### src/rtl/chp_regs.svh
`ifndef CHP_REGS_SVH
`define CHP_REGS_SVH

// ==========================================
// Clock and timing
`define CHP_CLK_NS 4
`define CHP_INIT_TIME_NS 1000
`define CHP_INIT_CYCLES ((`CHP_INIT_TIME_NS + `CHP_CLK_NS - 1) / `CHP_CLK_NS)
`define CHP_WE_LOW_NS 80
`define CHP_WE_LOW_CYCLES ((`CHP_WE_LOW_NS + `CHP_CLK_NS - 1) / `CHP_CLK_NS)
`define CHP_STROBE_GAP_NS 32
`define CHP_STROBE_GAP_CYCLES (`CHP_STROBE_GAP_NS / `CHP_CLK_NS)

// ==========================================
// Widths and pin reset values
`define CHP_DATA_W 16
`define CHP_CNT_W 10
`define CHP_FIFO_DEPTH 2
`define CHP_PIN_IDLE 1'b1
`define CHP_VS1_LEVEL 1'b0
`define CHP_VS2_LEVEL 1'b1

`endif

### src/rtl/chp_pkg.sv
package chp_pkg;

	typedef enum logic [1:0] {
		CHP_MODE_MEM,
		CHP_MODE_IO,
		CHP_MODE_DISK
	} chp_mode_t;

	typedef enum logic [1:0] {
		CHP_UDMA_IDLE,
		CHP_UDMA_READ,
		CHP_UDMA_WRITE
	} chp_udma_t;

	typedef enum logic [1:0] {
		CHP_WR_IDLE,
		CHP_WR_STROBE,
		CHP_WR_RECOVER
	} chp_wr_state_t;

endpackage

### src/rtl/chp_if.sv
`timescale 1ns/100ps
`default_nettype none
`include "chp_regs.svh"

interface chp_if;
	// Host to card.
	logic reset_pin;
	logic disk_mode_select_n;
	logic we_n;
	logic oe_n;
	logic attr_n;
	logic [`CHP_DATA_W-1:0] host_data;
	logic host_ready;
	// Card to host.
	logic wait_pin;
	logic wp_pin;
	logic [`CHP_DATA_W-1:0] card_data;
	logic card_data_oe;
	logic voltage_sense_1_n;
	logic voltage_sense_2_n;

	modport card (
		input reset_pin, disk_mode_select_n, we_n, oe_n, attr_n, host_data, host_ready,
		output wait_pin, wp_pin, card_data, card_data_oe, voltage_sense_1_n, voltage_sense_2_n
	);

	modport host (
		output reset_pin, disk_mode_select_n, we_n, oe_n, attr_n, host_data, host_ready,
		input wait_pin, wp_pin, card_data, card_data_oe, voltage_sense_1_n, voltage_sense_2_n
	);
endinterface

`default_nettype wire

### src/rtl/chp_card.sv
`timescale 1ns/100ps
`default_nettype none
`include "chp_regs.svh"

// Function
// - Low reset pin resets card in disk mode.
// - Wait stalls memory cycle in progress.
// - Wait stalls I/O cycle in progress.
// - Disk mode, no UDMA: pin is IORDY.
// - UDMA write: ready pin shows burst acceptance.
// - UDMA read: strobe toggles, host captures both.
// - Memory mode: write strobe writes registers.
// - I/O mode: write strobe writes config only.
// - Disk mode: host holds write strobe high.
// - Memory mode: write protect low after init.
// - I/O mode: port-wide low for 16-bit ports.
// - Disk mode: word-expect low before word cycles.
// - Grounded mode select chooses disk mode.
module chp_card
	import chp_pkg::*;
(
	// Clock and reset
	input wire logic clk,
	input wire logic rst_n,
	input wire logic ce,
	// Link
	chp_if.card link,
	// Configuration and status
	input wire logic cfg_io_mode,
	input wire logic busy,
	input wire logic port_wide,
	input wire logic expect_word,
	input var chp_udma_t udma,
	input wire logic udma_wr_ready,
	output logic hw_reset,
	output logic init_done,
	output chp_mode_t mode,
	// Register writes from the host
	output logic wr_valid,
	output logic [`CHP_DATA_W-1:0] wr_data,
	output logic wr_config,
	// UDMA read data
	input wire logic rd_valid,
	output logic rd_ready,
	input wire logic [`CHP_DATA_W-1:0] rd_data
);

	// ==========================================
	// Pin synchronisers
	logic [1:0] sync_rst, sync_sel, sync_we, sync_oe, sync_attr, sync_rdy;
	logic [`CHP_DATA_W-1:0] sync_data_a, sync_data_b;
	logic we_prev;

	always_ff @(posedge clk or negedge rst_n) begin
		if (!rst_n) begin
			sync_rst <= 2'h0;
			sync_sel <= 2'h3;
			sync_we <= 2'h3;
			sync_oe <= 2'h3;
			sync_attr <= 2'h3;
			sync_rdy <= 2'h0;
			sync_data_a <= 16'h0000;
			sync_data_b <= 16'h0000;
			we_prev <= 1'b1;
		end else if (ce) begin
			sync_rst <= {sync_rst[0], link.reset_pin};
			sync_sel <= {sync_sel[0], link.disk_mode_select_n};
			sync_we <= {sync_we[0], link.we_n};
			sync_oe <= {sync_oe[0], link.oe_n};
			sync_attr <= {sync_attr[0], link.attr_n};
			sync_rdy <= {sync_rdy[0], link.host_ready};
			sync_data_a <= link.host_data;
			sync_data_b <= sync_data_a;
			we_prev <= sync_we[1];
		end
	end

	// ==========================================
	// Mode and hardware reset
	chp_mode_t cur_mode;
	logic pin_reset;

	always_comb begin
		if (!sync_sel[1])
			cur_mode = CHP_MODE_DISK;
		else if (cfg_io_mode)
			cur_mode = CHP_MODE_IO;
		else
			cur_mode = CHP_MODE_MEM;
		// Disk mode resets on a low pin; the other modes on a high pin.
		pin_reset = (cur_mode == CHP_MODE_DISK) ? !sync_rst[1] : sync_rst[1];
	end

	assign mode = cur_mode;
	assign hw_reset = pin_reset;

	// ==========================================
	// Reset initialisation sequence
	logic [`CHP_CNT_W-1:0] init_cnt, next_init_cnt;
	logic next_init_done;

	always_comb begin
		next_init_cnt = init_cnt;
		next_init_done = init_done;
		if (pin_reset) begin
			next_init_cnt = '0;
			next_init_done = 1'b0;
		end else if (!init_done) begin
			if (init_cnt == `CHP_CNT_W'(`CHP_INIT_CYCLES - 1))
				next_init_done = 1'b1;
			else
				next_init_cnt = init_cnt + 1'b1;
		end
	end

	always_ff @(posedge clk or negedge rst_n) begin
		if (!rst_n) begin
			init_cnt <= '0;
			init_done <= 1'b0;
		end else if (ce) begin
			init_cnt <= next_init_cnt;
			init_done <= next_init_done;
		end
	end

	// ==========================================
	// Register writes, taken on the trailing edge of the write strobe
	logic we_rise;
	logic next_wr_valid, next_wr_config;
	logic [`CHP_DATA_W-1:0] next_wr_data;

	assign we_rise = sync_we[1] && !we_prev;

	always_comb begin
		next_wr_valid = 1'b0;
		next_wr_data = wr_data;
		next_wr_config = wr_config;
		if (we_rise && !pin_reset) begin
			case (cur_mode)
				CHP_MODE_MEM: begin
					next_wr_valid = 1'b1;
					next_wr_data = sync_data_b;
					next_wr_config = !sync_attr[1];
				end
				CHP_MODE_IO: begin
					next_wr_valid = !sync_attr[1];
					next_wr_data = sync_data_b;
					next_wr_config = 1'b1;
				end
				CHP_MODE_DISK: next_wr_valid = 1'b0;
				default: next_wr_valid = 1'b0;
			endcase
		end
	end

	always_ff @(posedge clk or negedge rst_n) begin
		if (!rst_n) begin
			wr_valid <= 1'b0;
			wr_data <= 16'h0000;
			wr_config <= 1'b0;
		end else if (ce) begin
			wr_valid <= next_wr_valid;
			wr_data <= next_wr_data;
			wr_config <= next_wr_config;
		end
	end

	// ==========================================
	// Two-entry read buffer
	logic [`CHP_DATA_W-1:0] fifo_mem [`CHP_FIFO_DEPTH];
	logic fifo_wp, fifo_rp, next_fifo_wp, next_fifo_rp;
	logic [1:0] fifo_cnt, next_fifo_cnt;
	logic push, pop;

	assign rd_ready = (fifo_cnt != 2'h2) && !pin_reset;
	assign push = rd_valid && rd_ready;

	always_comb begin
		next_fifo_wp = fifo_wp;
		next_fifo_rp = fifo_rp;
		next_fifo_cnt = fifo_cnt;
		if (pin_reset) begin
			next_fifo_wp = 1'b0;
			next_fifo_rp = 1'b0;
			next_fifo_cnt = 2'h0;
		end else begin
			if (push)
				next_fifo_wp = !fifo_wp;
			if (pop)
				next_fifo_rp = !fifo_rp;
			if (push && !pop)
				next_fifo_cnt = fifo_cnt + 2'h1;
			else if (pop && !push)
				next_fifo_cnt = fifo_cnt - 2'h1;
		end
	end

	always_ff @(posedge clk or negedge rst_n) begin
		if (!rst_n) begin
			fifo_wp <= 1'b0;
			fifo_rp <= 1'b0;
			fifo_cnt <= 2'h0;
		end else if (ce) begin
			fifo_wp <= next_fifo_wp;
			fifo_rp <= next_fifo_rp;
			fifo_cnt <= next_fifo_cnt;
		end
	end

	always_ff @(posedge clk) begin
		if (ce && push)
			fifo_mem[fifo_wp] <= rd_data;
	end

	// ==========================================
	// UDMA read sender: data is set up two cycles before each strobe edge on the wait pin
	logic [`CHP_DATA_W-1:0] next_cdata;
	logic [3:0] gap, next_gap;
	logic strobe, next_strobe, pend, next_pend;
	logic rd_active;

	assign rd_active = (cur_mode == CHP_MODE_DISK) && (udma == CHP_UDMA_READ);
	assign pop = rd_active && !pin_reset && (gap == 4'h0) && (fifo_cnt != 2'h0) && sync_rdy[1];

	always_comb begin
		next_cdata = link.card_data;
		next_gap = gap;
		next_strobe = strobe;
		next_pend = 1'b0;
		if (!rd_active || pin_reset) begin
			next_gap = 4'h0;
			next_strobe = 1'b0;
		end else if (pop) begin
			next_cdata = fifo_mem[fifo_rp];
			next_gap = 4'(`CHP_STROBE_GAP_CYCLES);
			next_pend = 1'b1;
		end else if (gap != 4'h0) begin
			next_gap = gap - 4'h1;
		end
		if (pend)
			next_strobe = !strobe;
	end

	always_ff @(posedge clk or negedge rst_n) begin
		if (!rst_n) begin
			link.card_data <= 16'h0000;
			gap <= 4'h0;
			strobe <= 1'b0;
			pend <= 1'b0;
		end else if (ce) begin
			link.card_data <= next_cdata;
			gap <= next_gap;
			strobe <= next_strobe;
			pend <= next_pend;
		end
	end

	// ==========================================
	// Shared output pins
	logic next_wait, next_wp, cycle_active;

	assign cycle_active = !sync_we[1] || !sync_oe[1];

	always_comb begin
		next_wait = `CHP_PIN_IDLE;
		next_wp = `CHP_PIN_IDLE;
		case (cur_mode)
			CHP_MODE_MEM: begin
				next_wait = !(cycle_active && (busy || !init_done));
				next_wp = !init_done;
			end
			CHP_MODE_IO: begin
				next_wait = !(cycle_active && (busy || !init_done));
				next_wp = !port_wide;
			end
			CHP_MODE_DISK: begin
				next_wp = !expect_word;
				case (udma)
					CHP_UDMA_READ: next_wait = strobe;
					CHP_UDMA_WRITE: next_wait = !udma_wr_ready;
					default: next_wait = !(busy || !init_done);
				endcase
			end
			default: next_wait = `CHP_PIN_IDLE;
		endcase
	end

	always_ff @(posedge clk or negedge rst_n) begin
		if (!rst_n) begin
			link.wait_pin <= `CHP_PIN_IDLE;
			link.wp_pin <= `CHP_PIN_IDLE;
			link.card_data_oe <= 1'b0;
		end else if (ce) begin
			link.wait_pin <= next_wait;
			link.wp_pin <= next_wp;
			link.card_data_oe <= rd_active && !pin_reset;
		end
	end

	assign link.voltage_sense_1_n = `CHP_VS1_LEVEL;
	assign link.voltage_sense_2_n = `CHP_VS2_LEVEL;

endmodule

`default_nettype wire

### src/flat_wrapper.sv
// flat-port wrapper written by rule: the top's interface ports become plain ports
module chp_card_flat import chp_pkg::*;
  (clk, rst_n, ce, cfg_io_mode, busy, port_wide, expect_word, udma, udma_wr_ready, hw_reset, init_done, mode, wr_valid, wr_data, wr_config, rd_valid, rd_ready, rd_data, link_reset_pin, link_disk_mode_select_n, link_we_n, link_oe_n, link_attr_n, link_host_data, link_host_ready, link_wait_pin, link_wp_pin, link_card_data, link_card_data_oe, link_voltage_sense_1_n, link_voltage_sense_2_n);
  chp_if link_i ();
  input wire logic clk;
  input wire logic rst_n;
  input wire logic ce;
  input wire logic cfg_io_mode;
  input wire logic busy;
  input wire logic port_wide;
  input wire logic expect_word;
  input var chp_udma_t udma;
  input wire logic udma_wr_ready;
  output logic hw_reset;
  output logic init_done;
  output chp_mode_t mode;
  output logic wr_valid;
  output logic [`CHP_DATA_W-1:0] wr_data;
  output logic wr_config;
  input wire logic rd_valid;
  output logic rd_ready;
  input wire logic [`CHP_DATA_W-1:0] rd_data;
  input wire logic [$bits(link_i.reset_pin)-1:0] link_reset_pin;
  input wire logic [$bits(link_i.disk_mode_select_n)-1:0] link_disk_mode_select_n;
  input wire logic [$bits(link_i.we_n)-1:0] link_we_n;
  input wire logic [$bits(link_i.oe_n)-1:0] link_oe_n;
  input wire logic [$bits(link_i.attr_n)-1:0] link_attr_n;
  input wire logic [$bits(link_i.host_data)-1:0] link_host_data;
  input wire logic [$bits(link_i.host_ready)-1:0] link_host_ready;
  output wire logic [$bits(link_i.wait_pin)-1:0] link_wait_pin;
  output wire logic [$bits(link_i.wp_pin)-1:0] link_wp_pin;
  output wire logic [$bits(link_i.card_data)-1:0] link_card_data;
  output wire logic [$bits(link_i.card_data_oe)-1:0] link_card_data_oe;
  output wire logic [$bits(link_i.voltage_sense_1_n)-1:0] link_voltage_sense_1_n;
  output wire logic [$bits(link_i.voltage_sense_2_n)-1:0] link_voltage_sense_2_n;
  assign link_i.reset_pin = link_reset_pin;
  assign link_i.disk_mode_select_n = link_disk_mode_select_n;
  assign link_i.we_n = link_we_n;
  assign link_i.oe_n = link_oe_n;
  assign link_i.attr_n = link_attr_n;
  assign link_i.host_data = link_host_data;
  assign link_i.host_ready = link_host_ready;
  assign link_wait_pin = link_i.wait_pin;
  assign link_wp_pin = link_i.wp_pin;
  assign link_card_data = link_i.card_data;
  assign link_card_data_oe = link_i.card_data_oe;
  assign link_voltage_sense_1_n = link_i.voltage_sense_1_n;
  assign link_voltage_sense_2_n = link_i.voltage_sense_2_n;
  chp_card u_core (.clk(clk), .rst_n(rst_n), .ce(ce), .link(link_i), .cfg_io_mode(cfg_io_mode), .busy(busy), .port_wide(port_wide), .expect_word(expect_word), .udma(udma), .udma_wr_ready(udma_wr_ready), .hw_reset(hw_reset), .init_done(init_done), .mode(mode), .wr_valid(wr_valid), .wr_data(wr_data), .wr_config(wr_config), .rd_valid(rd_valid), .rd_ready(rd_ready), .rd_data(rd_data));
endmodule
### config.mk
export PLATFORM = sky130hd
export DESIGN_NAME = chp_card_flat
export DESIGN_NICKNAME = d
export VERILOG_FILES = /design/src/rtl/chp_pkg.sv /design/src/rtl/chp_if.sv /design/src/rtl/chp_card.sv /design/src/flat_wrapper.sv
export VERILOG_INCLUDE_DIRS = /design/src /design/src/rtl
export SDC_FILE = /design/constraint.sdc
export NUM_CORES = 1
export LEC_CHECK = 0
export BUFFER_PORTS_ARGS = -buffer_cell sky130_fd_sc_hd__buf_2
export CAP_MARGIN = 20
export CORE_AREA = 2 2 149 151
export CTS_CLUSTER_SIZE = 30
export DETAILED_ROUTE_END_ITERATION = 12
export DIE_AREA = 0 0 151 153
export GPL_TIMING_DRIVEN = 0
export PLACE_DENSITY_LB_ADDON = 0.1
export SLEW_MARGIN = 40
export SYNTH_ARGS = -nofsm -noshare
export SYNTH_HDL_FRONTEND = slang
export SYNTH_SLANG_ARGS = --single-unit
### constraint.sdc
create_clock -name clk -period 5.6 [get_ports clk]
set_clock_uncertainty 0.1 [all_clocks]
set_input_delay 1.12 -clock clk [delete_from_list [all_inputs] [get_ports clk]]
set_output_delay 1.12 -clock clk [all_outputs]
set_load 0.02 [all_outputs]
* Word level (Yosys, flattened, before mapping)
Memory sizes are Yosys's and may differ from the RTL's. A register that Yosys moved wholly into a read port is not among the register bits.
Cells that the tools add are included.
** Word-level totals
- Input bits :: 49
- Memories :: 1
- Bits in registers :: 87
- Logic and storage cells :: 123
- Memory bits (writable) :: 32
- Output and inout bits :: 44
** Memory list
- u_core.fifo_mem :: depth 2, bits a word 16, read ports 1, clocked after Yosys merged registers in 1, wr ports 1, line chp_card.sv:170 : logic [`CHP_DATA_W-1:0] fifo_mem [`CHP_FIFO_DEPTH];
** Cells by class
- Add/sub/neg operators :: 4
- Equal/unequal tests :: 8
- Bitwise operators :: 1
- Mux-type cells :: 31
- Reductions and logical operators :: 55
** Operator list (number)
- two-way mux 10 bit :: 3
- zero test 1 bit :: 19
- two-way mux 1 bit :: 16
- logical AND 1 bit :: 13
- two-way mux 4 bit :: 3
- AND reduction 3 bit :: 4
- adder 10 x 1 -> 10 bit (second input constant) :: 1
- equality test 10 x 8 -> 1 bit (second input constant) :: 1
- AND reduction 2 bit :: 5
- nonzero test 2 bit :: 5
- two-way mux 2 bit :: 4
- one-hot mux 1 bit (2 select lines) :: 4
- nonzero test 3 bit :: 2
- equality test 2 x 1 -> 1 bit (second input constant) :: 2
- equality test 2 bit (second input constant) :: 2
- zero test 4 bit :: 1
- inequality test 2 bit (second input constant) :: 2
- nonzero test 4 bit :: 1
- subtractor 4 x 1 -> 4 bit (second input constant) :: 1
- logical OR 1 bit :: 3
- one-hot mux 1 bit (3 select lines) :: 1
- adder 2 x 1 -> 2 bit (second input constant) :: 1
- zero test 2 bit :: 1
- inequality test 2 x 1 -> 1 bit (second input constant) :: 1
- 3 further kinds :: 3

* Depth between registers and ports, before layout
Gate-level depths: netlist of the first run.
- Word-level depth :: 13
- Mapped depth :: 9
- Gate-level depth less buffers :: 9

* Worst setup path after synthesis of the first run
OpenSTA, ideal clock, no wires.
- Path kind :: input-to-reg
- Start point :: input ce
- End point :: memory u_core.fifo_mem[0][0] (netlist bit) (enable)
- Buffers on the path :: 2
- Arrival time :: 2915 ps
- Stages on the path :: 4
- Setup slack :: 2176 ps
- Required time :: 5091 ps
- Library setup time :: 409 ps
- Cells stage by stage :: clkbuf_1 -> clkbuf_1 -> nand2_1 -> nor3_1
** On the way
- Word-level cells in the longest chain between the ends :: 3
** RTL lines
- start: declaration :: line flat_wrapper.sv:7 : input wire logic ce;
- logical AND 1 bit :: line chp_card.sv:211 : if (ce && push)
- two-way mux 1 bit :: line chp_card.sv:211
- two-way mux 1 bit (implied by the code) :: line chp_card.sv:212 : fifo_mem[fifo_wp] <= rd_data;
- end: declaration :: line chp_card.sv:170
Every way passes these cells.

* Worst setup path in the final report of the first run
- Start point :: input ce
- End point :: memory u_core.fifo_mem[0][5] (netlist bit) (enable)
The elaborated chain is that of the path after synthesis.

==> out/qor_table.md, run 1 <==
| Parameter | This run | Unit |
| --- | --- | --- |
| Wire length of the first global-routing pass | 20.1 | mm |
| Synth top area share | 42.0 | % |
| Data required, critical path | 5610 | ps |
| Setup repair after global routing missed its margin | false | - |
| Violation count after the first detailed-route iteration | 204 | - |
| Vias per cell | 4.38 | - |
| Count of buffers added by post-CTS timing repair for setup | 0 | - |
| Combined global-route utilization of all metal layers | 11.5 | % |
| Number of buffers added on ports | 89 | - |
| Layout overhead on the synthesized area | 25.8 | % |
| Cell family with most CP delay | buffers and inverters | - |
| Cell taking the most area after synthesis | sky130_fd_sc_hd__dfrtp_1 | - |
| Final worst-path cycle share | 56.2 | % |
| Max-cap viol count | 0 | - |
| Pin count of the biggest net entering global routing | 71 | - |
| PnR Total Power | 2.97 | mW |
| Async SR Flop Fraction | 76.3 | % |
| Layout cell share with drive strength beyond 1 | 38.5 | % |
| Drt wl/cell | 15.4 | um |
| Slew HR | 48.1 | % |
| Max frequency | 0.318 | GHz |
| Placed insts | 782 | - |
| Largest fanout on the critical path | 10 | - |
| Leading post-synthesis cells by cell area | sky130_fd_sc_hd__dfrtp_1 42%, sky130_fd_sc_hd__edfxtp_1 18%, sky130_fd_sc_hd__mux2_2 13% | - |
| Htree depth | 4 | - |
| Die area | 23,100 | um^2 |
| Finish-stage setup viols | 0 | - |
| CTS Root Cell | sky130_fd_sc_hd__clkbuf_16 | - |
| Category of the most critical setup path | input port to register | - |
| Total count of hold-check failures in the final report | 0 | - |
| Max stage delay on crit path | 540 | ps |
| Post-CTS clock slew at the launch and capture registers of the worst setup and hold paths | 50 | ps |
| Number of top-level design ports | 93 | - |
| CP endpoint kind | register | - |
| Maximum vdd ir drop | 0.190 | mV |
| Number of standard cells in the final layout excluding fillers | 814 | - |
| Layout Utilization | 32.1 | % |
| Number of buffers added by the clock tree synthesis step | 17 | - |
| Core footprint | 21,500 | um^2 |
| Final #Nets | 576 | - |
| Worst-Skew Late Latency | 410 | ps |
| Overflow after GRT | 0 | - |
| Leakage power | 2.94 | nW |
| Antenna-violating nets left | 0 | - |
| Distinct cell type count after synthesis | 47 | - |
| Total power density per cell area | 430 | nW/um^2 |
| Startpoint class of the critical path | input port | - |
| Maximum buffer depth of the clock tree | 2 | - |
| Portion of the post-synthesis area used by sequential elements | 64.8 | % |
| TritonCTS clock tree | yes | - |
| Gate Count Post-Synth | 408 | - |
| Register bit count reported by yosys | 135 | - |
| Predominant post-synthesis flop cell | sky130_fd_sc_hd__dfrtp_1 | - |
| Number of flops mapped to enable cells by yosys | 32 | - |
| Syn nets | 463 | - |
| Synthesized area divided by synthesized cell count | 13.4 | um^2 |
| Initial antenna violation count | 0 | - |
| Shortest clock period the worst path allows after layout | 3150 | ps |
| Effective utilization at floorplan | 25.5 | % |
| Count of cells resized by post-cts repair | 0 | - |
| Number of global-route vias before repair | 3,699 | - |
| Hold-fix buffer count after cts | 0 | - |
| Setup total negative slack | 0 | ps |
| Final estimated routing congestion in global placement | 0.770 | - |
| Vert. Die Dim | 153 | um |
| Count of warnings emitted by yosys | 0 | - |
| Routed vias | 3,568 | - |
| Count of pins over their slew limit | 0 | - |
| Crit path DAT | 3150 | ps |
| Number of optimization iterations in the first detailed-route pass | 5 | - |
| Type of the tightest min-delay check | register to register | - |
| Half-perimeter wire length after placement | 8.57 | mm |
| Number of design rule violations left after detail routing | 0 | - |
| Worst Tran Pin Value | 778 | ps |
| Library cell contributing the largest single delay on the critical path | sky130_fd_sc_hd__nor3_2 | - |
| Die X | 151 | um |
| Bufs and invs on worst path | 3 | - |
| Syn Std Cell Area | 5480 | um^2 |
| Num Clock Sinks | 135 | - |
| Status | finished, final reports clean | - |
| Overall routed net length | 12.5 | mm |
| Cells traversed along the worst timing path | clkbuf_1 -> clkbuf_1 -> nand2_1 -> nor3_2 -> buf_2 | - |
| Cell row count | 54 | - |
| Cell mode on critical path | sky130_fd_sc_hd__clkbuf_1 | - |
==> cell type report <==
class	instances	area (um^2)
Clock buffer	23	489
Inverter	16	60.1
Antenna cell	1	2.50
Sequential cell	135	3550
Clock inverter	8	50.0
Tap cell	280	350
Fill cell	2206	14600
Timing Repair Buffer	94	508
Buffer	22	97.6
Multi-Input combinational cell	235	1790
==> where the power goes <==
group	total (mW)	internal (mW)	leakage (nW)	switching (mW)
Sequential	1.29	1.20	1.57	0.0942
Combinational	0.661	0.267	1.12	0.394
Clock	1.01	0.609	0.256	0.401
Total	2.97	2.08	2.94	0.890
==> placed cells by master (no fill, tap or decap), types with 2 or more instances in the layout <==
cell type                    count
sky130_fd_sc_hd__buf_2          93
sky130_fd_sc_hd__dfrtp_1        92
sky130_fd_sc_hd__mux2_2         61
sky130_fd_sc_hd__nand2_1        33
sky130_fd_sc_hd__edfxtp_1       32
sky130_fd_sc_hd__o21ai_0        31
sky130_fd_sc_hd__mux2i_1        18
sky130_fd_sc_hd__clkbuf_16      18
sky130_fd_sc_hd__clkbuf_1       17
sky130_fd_sc_hd__inv_1          15
sky130_fd_sc_hd__nor2_1         12
sky130_fd_sc_hd__dfstp_2        11
sky130_fd_sc_hd__nand3_1         7
sky130_fd_sc_hd__a21oi_1         7
sky130_fd_sc_hd__ha_1            6
sky130_fd_sc_hd__buf_4           5
sky130_fd_sc_hd__nand4_1         5
sky130_fd_sc_hd__a21o_1          5
sky130_fd_sc_hd__xnor2_1         5
sky130_fd_sc_hd__o31ai_1         4
sky130_fd_sc_hd__a211oi_1        4
sky130_fd_sc_hd__clkinvlp_4      4
sky130_fd_sc_hd__clkinv_2        4
sky130_fd_sc_hd__nor2b_1         3
sky130_fd_sc_hd__nand3b_1        3
sky130_fd_sc_hd__a31oi_1         3
sky130_fd_sc_hd__nor3b_1         2
sky130_fd_sc_hd__nor3_2          2
sky130_fd_sc_hd__buf_1           2
sky130_fd_sc_hd__nor3_1          2
sky130_fd_sc_hd__conb_1          2
sky130_fd_sc_hd__clkbuf_8        2
==> worst register-to-register path: stages, from the launching register on <==
cell and delay [ps]:
sky130_fd_sc_hd__dfstp_2 510, sky130_fd_sc_hd__buf_4 170, sky130_fd_sc_hd__xor2_2 230, sky130_fd_sc_hd__nand2_1 250
sky130_fd_sc_hd__nor3_2 540, sky130_fd_sc_hd__buf_2 320
==> state kept, by name (all words and copies together), names as in the netlist, 2 cells and up <==
| name | flops |
|---|---|
| u_core.wr_data | 16 |
| u_core.init_cnt | 10 |
| u_core.fifo_mem | 32 |
| u_core.sync_sel | 2 |
| u_core.sync_data_a | 16 |
| u_core.gap | 4 |
| u_core.link.card_data | 16 |
| u_core.sync_rst | 2 |
| u_core.fifo_cnt | 2 |
| u_core.sync_data_b | 16 |
| u_core.sync_attr | 2 |
| u_core.sync_we | 2 |
| u_core.sync_rdy | 2 |
| u_core.sync_oe | 2 |
==> stage by stage <==
| stage | area, um^2 | hold slack (ps) | setup slack, ps |
|---|---|---|---|
| after detailed placement | 6350 | 370 | 1970 |
| final | 6900 | 375 | 2450 |
| after CTS | 6890 | 383 | 2360 |
| after global routing | 6890 | 411 | 2220 |
| after floorplan | 5480 | 357 | 2180 |
| after global placement | 6280 | 363 | 655 |
==> final timing paths <==
kind / from / to / slack (ps) / cells after the start
max in group asynchronous: rst_n / u_core.we_prev$_DFFE_PN1P_ / 4240 / 2
worst max register to register: u_core.sync_sel[1]$_DFFE_PN1P_ / u_core.fifo_mem[0][5]$_DFFE_PP_ / 3170 / 5
min in group asynchronous: rst_n / u_core.sync_data_b[9]$_DFFE_PN0P_ / 470 / 1
worst min register to register: u_core.link.card_data[9]$_DFFE_PN0P_ / u_core.link.card_data[9]$_DFFE_PN0P_ / 370 / 2
worst max-delay path: ce / u_core.fifo_mem[0][5]$_DFFE_PP_ / 2450 / 5
worst min-delay path: u_core.link.card_data[9]$_DFFE_PN0P_ / u_core.link.card_data[9]$_DFFE_PN0P_ / 370 / 2
==> cells by family after synthesis <==
| logic type | count (synthesis) | synth area share [%] |
|---|---|---|
| flops | 135 | 64.8 |
| mux | 79 | 15.8 |
| simple gates | 78 | 6.94 |
| compound gates | 63 | 6.84 |
| buf+inv | 38 | 2.87 |
| xor+xnor | 7 | 1.25 |
| fa+ha+maj | 6 | 1.37 |
| other cells | 2 | 0.137 |
==> cells in the mapped netlist (3+ instances only) <==
master                     count
sky130_fd_sc_hd__nor2b_1       3
sky130_fd_sc_hd__nor3_1        4
sky130_fd_sc_hd__nor2_1       13
sky130_fd_sc_hd__a211oi_1      4
sky130_fd_sc_hd__dfrtp_1      92
sky130_fd_sc_hd__buf_2         3
sky130_fd_sc_hd__a31oi_1       3
sky130_fd_sc_hd__nand2_1      33
sky130_fd_sc_hd__o31ai_1       4
sky130_fd_sc_hd__nand4_1       5
sky130_fd_sc_hd__a21o_1        5
sky130_fd_sc_hd__a21oi_1       7
sky130_fd_sc_hd__mux2i_1      18
sky130_fd_sc_hd__ha_1          6
sky130_fd_sc_hd__o21ai_0      31
sky130_fd_sc_hd__nand3_1       7
sky130_fd_sc_hd__xnor2_1       5
sky130_fd_sc_hd__nand3b_1      3
sky130_fd_sc_hd__dfstp_2      11
sky130_fd_sc_hd__mux2_2       61
sky130_fd_sc_hd__edfxtp_1     32
sky130_fd_sc_hd__inv_1        15
sky130_fd_sc_hd__buf_4         3
sky130_fd_sc_hd__clkbuf_1     14
==> per-layer routing <==
| layer | global-route usage (%) | vias up | routed length, um |
|---|---|---|---|
| li1 | - | 1683 | - |
| met1 | 14.9 | 1783 | 5660 |
| met2 | 18.2 | 84 | 6120 |
| met3 | 3.10 | 18 | 524 |
| met4 | 4.58 | 0 | 205 |
| met5 | 0 | - | 0 |
No activity file was read; power rests on OpenSTA's default activity.
==> run 2, diff against run 1 <==
==> constraint.sdc (replaced) <==
create_clock -name clk -period 3 [get_ports clk]
set_clock_uncertainty 0.1 [all_clocks]
set_input_delay 0.6 -clock clk [delete_from_list [all_inputs] [get_ports clk]]
set_output_delay 0.6 -clock clk [all_outputs]
set_load 0.02 [all_outputs]
==> out/qor_table.md, run 2 (synthesized netlist as in run 1, its figures left out) <==
| Parameter | This run | Unit | Change |
| --- | --- | --- | --- |
| Total count of hold-check failures in the final report | 0 | - | unchanged |
| CTS Root Cell | sky130_fd_sc_hd__clkbuf_16 | - |  |
| Count of pins over their slew limit | 0 | - | unchanged |
| Bufs and invs on worst path | 3 | - | unchanged |
| Net Switching | 1.66 | mW | +87% |
| Cell mode on critical path | sky130_fd_sc_hd__clkbuf_1 | - |  |
| Number of global-route vias before repair | 3,701 | - | +0.054% |
| Violation count after the first detailed-route iteration | 220 | - | +7.8% |
| Max-cap viol count | 0 | - | unchanged |
| Number of buffers added by the clock tree synthesis step | 17 | - | unchanged |
| Number of top-level design ports | 93 | - | unchanged |
| Number of buffers added on ports | 89 | - | unchanged |
| Leakage power | 2.95 | nW | +0.14% |
| Num Clock Sinks | 135 | - | unchanged |
| Core footprint | 21,500 | um^2 | unchanged |
| Layout Utilization | 32.1 | % | +0.047 points |
| Most common library cell in the layout ignoring fill and taps | sky130_fd_sc_hd__buf_2 | - |  |
| Final worst-path cycle share | 87.9 | % |  |
| Shortest clock period the worst path allows after layout | 2640 | ps |  |
| Max stage delay on crit path | 540 | ps | about the same |
| Final #Nets | 577 | - | +0.17% |
| Wire length of the first global-routing pass | 20.1 | mm | unchanged |
| Part of the power in registers | 43.6 | % | about the same |
| Effective utilization at floorplan | 25.5 | % | unchanged |
| Total power density per cell area | 802 | nW/um^2 | +86% |
| Vert. Die Dim | 153 | um | unchanged |
| Cells traversed along the worst timing path | clkbuf_1 -> clkbuf_1 -> nand2_1 -> nor3_2 -> buf_2 | - |  |
| Library cell contributing the largest single delay on the critical path | sky130_fd_sc_hd__nor3_2 | - |  |
| Category of the most critical setup path | input port to register | - |  |
| Half-perimeter wire length after placement | 8.57 | mm | unchanged |
| Data required, critical path | 3010 | ps | -2600 ps |
| Part of the total power dissipated in combinational logic | 22.3 | % | about the same |
| Number of flip-flops in the largest register | 32 | - | unchanged |
| Vias per cell | 4.38 | - | about the same |
| Worst-Skew Late Latency | 410 | ps | about the same |
| Worst Tran Pin Value | 779 | ps | +0.233 ps |
| Maximum vdd ir drop | 0.352 | mV | +86% |
| Maximum buffer depth of the clock tree | 2 | - | unchanged |
| Commonest non-fill, non-tap cells in the layout | 93 x sky130_fd_sc_hd__buf_2, 92 x sky130_fd_sc_hd__dfrtp_1, 61 x sky130_fd_sc_hd__mux2_2 | - |  |
| Max frequency | 0.379 | GHz |  |
| Cell row count | 54 | - | unchanged |
| Largest fanout on the critical path | 10 | - | unchanged |
| Drt wl/cell | 15.3 | um | -0.26% |
| Initial antenna violation count | 0 | - | unchanged |
| Cell family with most CP delay | buffers and inverters | - |  |
| Antenna-violating nets left | 0 | - | unchanged |
| Overflow after GRT | 0 | - | unchanged |
| CP endpoint kind | register | - |  |
| Count of buffers added by post-CTS timing repair for setup | 0 | - | unchanged |
| Type of the tightest min-delay check | input port to register | - |  |
| Pin count of the biggest net entering global routing | 71 | - | unchanged |
| Combined global-route utilization of all metal layers | 11.5 | % | unchanged |
| Final estimated routing congestion in global placement | 0.770 | - | unchanged |
| Layout overhead on the synthesized area | 25.9 | % |  |
| Post-route cell area | 6910 | um^2 | +0.15% |
| PnR Total Power | 5.54 | mW | +87% |
| Overall routed net length | 12.5 | mm | -0.14% |
| Crit path DAT | 2640 | ps | -510 ps |
| Htree depth | 4 | - | unchanged |
| Number of standard cells in the final layout excluding fillers | 815 | - | +0.12% |
| Slew HR | 48.1 | % | about the same |
| Finish-stage setup viols | 0 | - | unchanged |
| Status | finished, final reports clean | - |  |
| Post-CTS clock slew at the launch and capture registers of the worst setup and hold paths | 60 | ps | about the same |
| Routed vias | 3,573 | - | +0.14% |
| Sw Share | 30.0 | % | about the same |
| Number of design rule violations left after detail routing | 0 | - | unchanged |
| Cell-internal power | 3.88 | mW | +87% |
| R2R setup slack | 580 | ps | -2590 ps |
| Die X | 151 | um | unchanged |
| Count of cells resized by post-cts repair | 0 | - | unchanged |
| Die area | 23,100 | um^2 | unchanged |
| Startpoint class of the critical path | input port | - |  |
| Clk pwr share | 34.1 | % | about the same |
| TritonCTS clock tree | yes | - |  |
| Setup repair after global routing missed its margin | false | - |  |
| Layout cell share with drive strength beyond 1 | 38.4 | % | -0.072 points |
| Total cell area at the placement stage | 6350 | um^2 | unchanged |
| Largest register by flop count | u_core.fifo_mem | - |  |
| Placed insts | 782 | - | unchanged |
| Number of optimization iterations in the first detailed-route pass | 4 | - | -1 |
| Hold-fix buffer count after cts | 1 | - | +1 |
[run 2: worst paths after layout]
| path | startpoint | endpoint | cells past startpoint |
|---|---|---|---|
| min in group asynchronous | rst_n | u_core.sync_data_b[9]$_DFFE_PN0P_ | 2 |
| hold reg to reg | u_core.link.card_data[9]$_DFFE_PN0P_ | u_core.link.card_data[9]$_DFFE_PN0P_ | 2 |
| setup / recovery | ce | u_core.fifo_mem[0][5]$_DFFE_PP_ | 5 |
| setup reg to reg | u_core.sync_sel[1]$_DFFE_PN1P_ | u_core.fifo_mem[0][5]$_DFFE_PP_ | 5 |
| max in group asynchronous | rst_n | u_core.we_prev$_DFFE_PN1P_ | 3 |
| hold / removal | rd_data[3] | u_core.fifo_mem[0][3]$_DFFE_PP_ | 1 |
[run 2: final cells by class]
class,count,area [um^2]
timing repair buffer,95,518
tap,280,350
antenna,1,2.50
clock buffer,23,489
sequential,135,3550
multi-input combinational,235,1790
inverter,16,60.1
buffer,22,97.6
clock inverter,8,50.0
fill,2205,14600
[run 2: through the flow]
step / TNS, ps / setup WS (ps) / hold slack, ps
6_report: 0 / 364 / 276
5_1_grt: 0 / 144 / 251
4_1_cts: 0 / 283 / 250
3_5_place_dp: -1280 / -109 / 370
3_3_place_gp: -49490 / -1420 / 363
2_1_floorplan: 0 / 95.6 / 204
[run 2: power groups by stage]
stage                     combinational, mW  sequential, mW  clock, mW
after floorplan                       0.568            2.66          0
after global placement                 1.22            2.44          0
after detailed placement               1.26            2.46          0
after CTS                              1.27            2.43       1.97
after global routing                   1.36            2.47       2.05
final                                  1.24            2.42       1.89
[run 2: layer usage]
metal | vias up | track usage [%] | part of all wire [%]
li1 | 1687 | - | -
met3 | 14 | 3.10 | 4.3
met5 | - | 0 | 0
met1 | 1786 | 14.9 | 45
met2 | 86 | 18.2 | 49
met4 | 0 | 4.58 | 1.6
